**src/pkg/lqm_pkg.sv**
```systemverilog
// constants for the link quality and variance register block
package lqm_pkg;
    localparam int ADDR_W = 5;
    localparam int DATA_W = 16;
    localparam int SUM_W = 32;
    localparam int WARN_W = 10;

    // register offsets
    localparam logic [4:0] VAR_CTRL_OFS = 5'h1A;
    localparam logic [4:0] VAR_DATA_OFS = 5'h1B;
    localparam logic [4:0] AUTO_CTRL_OFS = 5'h1C;
    localparam logic [4:0] LQM_CTRL_OFS = 5'h1D;
    localparam logic [4:0] IRQ_STAT_OFS = 5'h1E;
    localparam logic [4:0] IRQ_MASK_OFS = 5'h1F;

    // variance control fields
    localparam int VAR_READY_BIT = 15;
    localparam int VAR_HOLD_BIT = 3;

    // quality monitor control fields
    localparam int MON_ON_BIT = 15;
    localparam int FC_HI_BIT = 9;
    localparam int FC_LO_BIT = 8;
    localparam int FO_HI_BIT = 7;
    localparam int FO_LO_BIT = 6;
    localparam int BW_HI_BIT = 5;
    localparam int BW_LO_BIT = 4;
    localparam int GC_HI_BIT = 3;
    localparam int GC_LO_BIT = 2;
    localparam int EQ_HI_BIT = 1;
    localparam int EQ_LO_BIT = 0;

    // auto reset control field
    localparam int AUTO_RST_BIT = 0;

    // interrupt status and mask fields
    localparam int IRQ_QUAL_BIT = 0;
    localparam int IRQ_VAR_BIT = 1;
    localparam int IRQ_W = 2;

    // values after reset
    localparam logic [DATA_W-1:0] RD_RESET = 16'h0000;
    localparam logic [SUM_W-1:0] SUM_RESET = 32'h0000_0000;
    localparam logic [WARN_W-1:0] WARN_RESET = 10'h000;
    localparam logic [IRQ_W-1:0] IRQ_RESET = 2'h0;
endpackage

```
**src/verilog/link_quality_monitor_regs.sv**
```systemverilog
// register block for variance readout and link quality monitor
//
// Overview of operation
// - 32-bit sum valid only while ready set
// - first read low half, second high
// - ready clears after two data reads
// - hold clears after two data reads
// - monitor works only with 100 Mb link
// - violation raises interrupt when mask enables
// - control read clears warnings, re-arms interrupt
// - bits 9/8 frequency control high/low
// - bits 7/6 frequency offset high/low
// - bits 5/4 baseline wander high/low
// - bits 3/2 gain control high/low
// - bits 1/0 equalizer coefficient high/low
// - bits 14:10 ignore writes, read zero
// - optional automatic 100 Mb link reset
`timescale 1ns/1ns
module link_quality_monitor_regs
(
    input wire logic CORE_CLK,
    input wire logic RST_N,
    input wire logic [lqm_pkg::ADDR_W-1:0] ADDR,
    input wire logic [lqm_pkg::DATA_W-1:0] WR_DATA,
    input wire logic WR_EN,
    input wire logic RD_EN,
    output logic [lqm_pkg::DATA_W-1:0] RD_DATA,
    input wire logic [lqm_pkg::SUM_W-1:0] VAR_SUM_IN,
    input wire logic VAR_SUM_LOAD,
    input wire logic LINK_100_UP,
    input wire logic [lqm_pkg::WARN_W-1:0] THRESH_VIOLATION,
    output logic LINK_100_RESET,
    output logic MONITOR_ACTIVE,
    output logic IRQ
);
    import lqm_pkg::*;

    // all clocked state of the block except the two reset synchronizer flops
    typedef struct packed {
        logic [DATA_W-1:0] rd_data;
        logic [SUM_W-1:0] var_sum;
        logic var_ready;
        logic var_hold;
        logic read_high;
        logic monitor_on;
        logic [WARN_W-1:0] warn;
        logic irq_armed;
        logic auto_reset_on;
        logic link_reset;
        logic [IRQ_W-1:0] irq_stat;
        logic [IRQ_W-1:0] irq_mask;
    } state_type;

    state_type st_r;
    state_type st_nxt;

    logic rst_meta_r;
    logic rst_sync_n_r;

    logic wr_var_ctrl;
    logic wr_auto_ctrl;
    logic wr_lqm_ctrl;
    logic wr_irq_stat;
    logic wr_irq_mask;
    logic rd_var_data;
    logic rd_lqm_ctrl;
    logic active;
    logic [WARN_W-1:0] warn_set;
    logic [WARN_W-1:0] warn_new;
    logic [IRQ_W-1:0] irq_event;
    logic [DATA_W-1:0] var_ctrl_view;
    logic [DATA_W-1:0] lqm_ctrl_view;
    logic [DATA_W-1:0] rd_mux;

    // reset release through two flops
    always_ff @(posedge CORE_CLK or negedge RST_N)
    begin
        if (!RST_N)
        begin
            rst_meta_r <= 1'b0;
            rst_sync_n_r <= 1'b0;
        end
        else
        begin
            rst_meta_r <= 1'b1;
            rst_sync_n_r <= rst_meta_r;
        end
    end

    // address decode of the strobes
    assign wr_var_ctrl = WR_EN && (ADDR == VAR_CTRL_OFS);
    assign wr_auto_ctrl = WR_EN && (ADDR == AUTO_CTRL_OFS);
    assign wr_lqm_ctrl = WR_EN && (ADDR == LQM_CTRL_OFS);
    assign wr_irq_stat = WR_EN && (ADDR == IRQ_STAT_OFS);
    assign wr_irq_mask = WR_EN && (ADDR == IRQ_MASK_OFS);
    assign rd_var_data = RD_EN && (ADDR == VAR_DATA_OFS);
    assign rd_lqm_ctrl = RD_EN && (ADDR == LQM_CTRL_OFS);

    // monitor qualified by a valid 100 Mb link
    assign active = st_r.monitor_on && LINK_100_UP;

    // comparators report violations; thresholds at the extremes never fire
    assign warn_set = active ? THRESH_VIOLATION : WARN_RESET;

    // warnings that become set this cycle
    assign warn_new = warn_set & ~st_r.warn;

    // interrupt source events
    always_comb
    begin
        irq_event = IRQ_RESET;
        irq_event[IRQ_QUAL_BIT] = st_r.irq_armed && (|warn_set);
        irq_event[IRQ_VAR_BIT] = VAR_SUM_LOAD && !st_r.var_hold;
    end

    // readable view of the variance control register
    always_comb
    begin
        var_ctrl_view = RD_RESET;
        var_ctrl_view[VAR_READY_BIT] = st_r.var_ready;
        var_ctrl_view[VAR_HOLD_BIT] = st_r.var_hold;
    end

    // readable view of the monitor control register
    always_comb
    begin
        lqm_ctrl_view = RD_RESET;
        lqm_ctrl_view[MON_ON_BIT] = st_r.monitor_on;
        lqm_ctrl_view[FC_HI_BIT] = st_r.warn[FC_HI_BIT];
        lqm_ctrl_view[FC_LO_BIT] = st_r.warn[FC_LO_BIT];
        lqm_ctrl_view[FO_HI_BIT] = st_r.warn[FO_HI_BIT];
        lqm_ctrl_view[FO_LO_BIT] = st_r.warn[FO_LO_BIT];
        lqm_ctrl_view[BW_HI_BIT] = st_r.warn[BW_HI_BIT];
        lqm_ctrl_view[BW_LO_BIT] = st_r.warn[BW_LO_BIT];
        lqm_ctrl_view[GC_HI_BIT] = st_r.warn[GC_HI_BIT];
        lqm_ctrl_view[GC_LO_BIT] = st_r.warn[GC_LO_BIT];
        lqm_ctrl_view[EQ_HI_BIT] = st_r.warn[EQ_HI_BIT];
        lqm_ctrl_view[EQ_LO_BIT] = st_r.warn[EQ_LO_BIT];
    end

    // read data selection; unmapped offsets read zero
    always_comb
    begin
        rd_mux = RD_RESET;
        unique case (ADDR)
            VAR_CTRL_OFS:
            begin
                rd_mux = var_ctrl_view;
            end
            VAR_DATA_OFS:
            begin
                // low half first, high half on the second read
                rd_mux = st_r.read_high ? st_r.var_sum[31:16]
                                        : st_r.var_sum[15:0];
            end
            AUTO_CTRL_OFS:
            begin
                rd_mux[AUTO_RST_BIT] = st_r.auto_reset_on;
            end
            LQM_CTRL_OFS:
            begin
                rd_mux = lqm_ctrl_view;
            end
            IRQ_STAT_OFS:
            begin
                rd_mux[IRQ_W-1:0] = st_r.irq_stat;
            end
            IRQ_MASK_OFS:
            begin
                rd_mux[IRQ_W-1:0] = st_r.irq_mask;
            end
            default:
            begin
                rd_mux = RD_RESET;
            end
        endcase
    end

    // next state of the whole block
    always_comb
    begin
        st_nxt = st_r;

        // read data stands only in the cycle after the read strobe
        st_nxt.rd_data = RD_EN ? rd_mux : RD_RESET;

        // new sum loads only while not held
        if (VAR_SUM_LOAD && !st_r.var_hold)
        begin
            st_nxt.var_sum = VAR_SUM_IN;
            st_nxt.var_ready = 1'b1;
            st_nxt.read_high = 1'b0;
        end

        // variance control write: only the hold bit is writable
        if (wr_var_ctrl)
        begin
            st_nxt.var_hold = WR_DATA[VAR_HOLD_BIT];
            st_nxt.read_high = 1'b0;
        end

        // two consecutive data reads release ready and hold
        if (rd_var_data)
        begin
            if (st_r.read_high)
            begin
                st_nxt.read_high = 1'b0;
                st_nxt.var_ready = 1'b0;
                st_nxt.var_hold = 1'b0;
            end
            else
            begin
                st_nxt.read_high = 1'b1;
            end
        end

        // monitor enable; other written bits are dropped
        if (wr_lqm_ctrl)
        begin
            st_nxt.monitor_on = WR_DATA[MON_ON_BIT];
        end

        // sticky warnings; a read clears but a new violation wins
        if (rd_lqm_ctrl)
        begin
            st_nxt.warn = warn_set;
            st_nxt.irq_armed = 1'b1;
        end
        else
        begin
            st_nxt.warn = st_r.warn | warn_set;
        end

        // one interrupt per violation until the control read re-arms
        if (irq_event[IRQ_QUAL_BIT] && !rd_lqm_ctrl)
        begin
            st_nxt.irq_armed = 1'b0;
        end

        // auto reset option
        if (wr_auto_ctrl)
        begin
            st_nxt.auto_reset_on = WR_DATA[AUTO_RST_BIT];
        end

        // one-cycle 100 Mb link reset on a fresh warning
        st_nxt.link_reset = st_r.auto_reset_on && (|warn_new);

        // interrupt mask
        if (wr_irq_mask)
        begin
            st_nxt.irq_mask = WR_DATA[IRQ_W-1:0];
        end

        // status: write one to clear, new event wins
        st_nxt.irq_stat = st_r.irq_stat;
        if (wr_irq_stat)
        begin
            st_nxt.irq_stat = st_r.irq_stat & ~WR_DATA[IRQ_W-1:0];
        end
        st_nxt.irq_stat = st_nxt.irq_stat | irq_event;
    end

    // state register
    always_ff @(posedge CORE_CLK or negedge rst_sync_n_r)
    begin
        if (!rst_sync_n_r)
        begin
            st_r.rd_data <= RD_RESET;
            st_r.var_sum <= SUM_RESET;
            st_r.var_ready <= 1'b0;
            st_r.var_hold <= 1'b0;
            st_r.read_high <= 1'b0;
            st_r.monitor_on <= 1'b0;
            st_r.warn <= WARN_RESET;
            st_r.irq_armed <= 1'b1;
            st_r.auto_reset_on <= 1'b0;
            st_r.link_reset <= 1'b0;
            st_r.irq_stat <= IRQ_RESET;
            st_r.irq_mask <= IRQ_RESET;
        end
        else
        begin
            st_r <= st_nxt;
        end
    end

    // outputs
    assign RD_DATA = st_r.rd_data;
    assign LINK_100_RESET = st_r.link_reset;
    assign MONITOR_ACTIVE = active;
    assign IRQ = |(st_r.irq_stat & st_r.irq_mask);

endmodule // link_quality_monitor_regs

```
**config.mk**
```make
export PLATFORM = sky130hd
export DESIGN_NAME = link_quality_monitor_regs
export DESIGN_NICKNAME = d
export VERILOG_FILES = /design/src/pkg/lqm_pkg.sv /design/src/verilog/link_quality_monitor_regs.sv
export SDC_FILE = /design/constraint.sdc
export NUM_CORES = 1
export LEC_CHECK = 0
export ABC_AREA = 1
export BUFFER_PORTS_ARGS = -buffer_cell sky130_fd_sc_hd__buf_2
export CAP_MARGIN = 20
export CORE_MARGIN = 4
export CORE_UTILIZATION = 40
export CTS_BUF_LIST = sky130_fd_sc_hd__clkbuf_8 sky130_fd_sc_hd__clkbuf_16
export DETAILED_ROUTE_END_ITERATION = 10
export SETUP_SLACK_MARGIN = 0.15
export SKIP_LAST_GASP = 1
export SLEW_MARGIN = 20
export SYNTH_ARGS = -nofsm -noshare
export SYNTH_HDL_FRONTEND = slang
export SYNTH_SLANG_ARGS = --single-unit
export TNS_END_PERCENT = 50
```
**constraint.sdc**
```tcl
create_clock -name CORE_CLK -period 3.8 [get_ports CORE_CLK]
set_clock_uncertainty 0.2 [all_clocks]
set_input_delay 0.95 -clock CORE_CLK [delete_from_list [all_inputs] [get_ports CORE_CLK]]
set_output_delay 0.95 -clock CORE_CLK [all_outputs]
set_load 0.1 [all_outputs]
```
Word level (Yosys, flattened, before mapping) --
Cells that the tools add are included.
Storage, ports and cells: output and inout port bits 19, memories 0, logic and storage cells 62, bits in latches 0, memory bits (writable) 0, input port bits 69, bits in read-only memories 0, register bits after elaboration 71
Cells by class: add/sub/neg operators 0, reduce and logical (&&, ||, !) cells 19, div/mod/pow operators 0, order comparisons 0, bitwise logic cells 7, muxes and demuxes 16, equal/unequal tests 6, shift operators 0, multipliers 0
Operator list (number):
- $pmux W14 S3 | 1
- $mux W16 | 2
- $eq A5 B5 Y1 const B | 6
- $mux W10 | 2
- $reduce_or A10 Y1 | 2
- $logic_and A1 B1 Y1 | 12
- $and A10 B10 Y10 | 1
- $not A10 Y10 | 1
- $or A10 B10 Y10 | 1
- $mux W2 | 3
- $mux W1 | 5
- $pmux W1 S5 | 1
- $and A2 B2 Y2 | 2
- $pmux W1 S4 | 1
- $mux W3 | 1
- $reduce_bool A3 Y1 | 1
- $logic_not A1 Y1 | 2
- $not A2 Y2 | 1
- $or A2 B2 Y2 | 1
- $reduce_bool A2 Y1 | 1
- $reduce_or A2 Y1 | 1

Logic depth before layout (Yosys ltp) --
word-level depth 6, gate-level depth with buffers 9, gate-level depth less buffers 9

Worst setup path before layout --
No wires, ideal clock.
path type input port to output port, from input port LINK_100_UP, to output port MONITOR_ACTIVE, setup slack 1.378 ns, buffers on the path 1, cell stages on the path 3, data arrival time 1.272 ns, cell sequence nand2_2 -> inv_4 -> buf_12
On the way: word-level cells in the longest chain between the ends 1
RTL lines:
- start, declared | line link_quality_monitor_regs.sv:30 | input wire logic LINK_100_UP,
- $logic_and A1 B1 Y1 | line link_quality_monitor_regs.sv:100 | assign active = st_r.monitor_on && LINK_100_UP;
- end, declared | line link_quality_monitor_regs.sv:33 | output logic MONITOR_ACTIVE,
Every way passes these cells.

Worst setup path after layout --
Ends and elaborated chain as after synthesis.

==> results.cfg <==
[floorplan]
core_sq_um = 7850
die_area_sq_um = 9750
fp.dieW_um = 98.7
io_pins = 88
die_h_um = 98.7
start_util = 0.420
rows = 32

[sta]
fmax_ghz = 0.341
min_period_ns = 2.93
slew_headroom = 0.466
setup_viol = 0
tightest_slew_ns = 0.798
tns_ns = 0
final-hold-violation-count = 0
rsz0062_at_grt = false
post-route-period-util = 0.772
layout_setup_ws_ns = 0.868
slew_violations = 0

[final_layout]
antenna_cells = 0
area_delta_synth_final_pct = 14.4
fin_nets = 478
multi_input_area_sq_um = 1230
final_area_sq_um = 3770
fillCellCount = 805
drive_gt1_frac = 0.342
stdcell_count = 514
regArea_sq_um = 1780
final_util = 0.480

[drt]
vias = 2404
routed_wl_um = 6640
via_per_inst = 4.68
dr.pass1.iters = 6
ant_nets = 0
dr.first_iter.drc_count = 67
wl_per_cell_um = 12.9
drcViolationCount = 0

[clock_network]
cts_buffers = 9
clockBufferDepth = 2
htree_levels = 3
tritoncts = done
postCtsSetupBuffers = 0
path_clk_slew_ns = 0.06
cts.sinks = 71
clk_latency_ns = 0.33
hold_buffers = 0
cts_resized = 0
cts-root-buf = clkbuf_8

[global_routing]
use_met1 = 0.188
gr-usage-met3 = 0.0403
grt_busiest_layer = met2
antenna_found_initial = 0
grt_pass1_wl_um = 11100
grt.overflow.total = 0
grt_start_max_net_pins = 40
gr-usage-met2 = 0.224
grtUsageTotal = 0.143
grt_pass1_vias = 2381

[synthesis]
syn_area_sq_um = 3290
syn_area_per_cell_sq_um = 9.55
async_flop_share = 1.00
synth_edf_count = 0
synth_seq_cells = 71
ys_warn_count = 0
ys_seq_area_frac = 0.540
syn_nets = 414
synthCells = 345
ys.flop_type = dfrtp_1
synth.distinct_cells = 28

[worst_setup_path]
cpMostUsedCell = buf_2
cpMaxStageDelayCell = buf_2
startpoint_type = primary input
slowest_delay_ns = 0.46
crit_chain = buf_2 -> nand2_2 -> inv_4 -> buf_2
timing.critical_path.max_delay_family = buffers and inverters
endpoint_kind = output port
path_class = in -> out
critPathBufInv = 3
cp.arrival_ns = 1.78
required_ns = 2.65
cp_max_fo = 16

[job]
max_cap_viol_count = 0

[place]
placedCellCount = 500
portBuffers = 75
dp_hpwl_um = 5050
place_area_sq_um = 3620
globalplace.congestion = 0.825
dp_slack_ns = 0.878

[power]
ir_drop_uv = 236
power_leakage_nw = 1.97
powerDensity_nw_per_um2 = 484

[outcome]
status = completed

[hold_path]
min_path_type = reg -> async
[final timing paths]
check | startpoint | to | slack (ns) | cells past startpoint
max | LINK_100_UP | MONITOR_ACTIVE | 0.87 | 4
min | rst_sync_n_r$_DFF_PN0_ | RD_DATA[0]$_DFF_PN0_ | 0.11 | 0
max reg2reg | st_r[18]$_DFFE_PN0P_ | RD_DATA[0]$_DFF_PN0_ | 1.86 | 7
min reg2reg | rst_sync_n_r$_DFF_PN0_ | RD_DATA[0]$_DFF_PN0_ | 0.11 | 0
max in group asynchronous | rst_sync_n_r$_DFF_PN0_ | st_r[6]$_DFFE_PN1P_ | 2.33 | 1
min in group CORE_CLK | rst_meta_r$_DFF_PN0_ | rst_sync_n_r$_DFF_PN0_ | 0.16 | 0
[power breakdown]
| group | internal, W | switching [W] |
|---|---|---|
| Sequential | 0.000897 | 0.0000852 |
| Clock | 0.000220 | 0.000249 |
| Combinational | 0.000155 | 0.000216 |
[cell families (layout without fill, tap and decap cells)]
logic type / Yosys count / in the layout / share of synthesized area
simple gates: 165 / 165 / 0.218
flops: 71 / 71 / 0.540
buf+inv: 48 / 115 / 0.0862
mux: 32 / 32 / 0.109
compound gates: 28 / 28 / 0.0448
other cells: 1 / 1 / 0.00114
[synth_stat cells, types with 2 or more instances]
library cell / number / area (sq um)
o21ai_0: 16 / 80.1
nand3_2: 2 / 20.0
buf_4: 19 / 143
inv_1: 19 / 71.3
mux2_2: 32 / 360
clkinv_2: 3 / 15.0
nor2_1: 16 / 60.1
nor2_2: 2 / 12.5
nand2_2: 7 / 43.8
a21oi_1: 9 / 45.0
nand3_1: 15 / 75.1
nand4_1: 6 / 37.5
buf_2: 2 / 10.0
nor2_4: 3 / 33.8
nand2_1: 112 / 420
dfrtp_1: 70 / 1750
[layout by cell type, fill, tap and decap left out, types with 2 or more instances in the layout]
master	n
o21ai_0	16
nor2_4	3
nand2_2	7
clkbuf_8	9
nor2_2	2
a21oi_1	9
dfrtp_1	69
nand3_2	2
nor2_1	16
buf_2	75
nand4_1	6
mux2_2	32
clkinv_2	5
inv_1	22
nand2_1	112
nand3_1	15
[registers in the layout (all words and copies together) (netlist names)]
register / cells
st_r: 41
RD_DATA: 16
lqm_ctrl_view: 11
LINK_100_RESET: 1
rst_meta_r: 1
rst_sync_n_r: 1
[per-layer routing]
metal / part of all wire / up-vias
met5: 0 / -
met4: 0.011 / 0
met3: 0.060 / 8
met2: 0.47 / 62
met1: 0.46 / 1113
li1: - / 1221
[final cells by class]
type	instances	share of cell area
tap	102	0.0339
timing repair buffer	76	0.102
sequential	71	0.472
inverter	25	0.0266
clock inverter	5	0.00565
clock buffer	9	0.0329
multi-input combinational	226	0.327
[through the flow]
step                hold slack [ns]  power (W)
global route                  0.160    0.00193
floorplan                     0.131    0.00127
CTS                           0.131    0.00184
detailed placement            0.138    0.00137
finish                        0.106    0.00182
global placement              0.128    0.00136
Power figures use the tool's default switching activity.
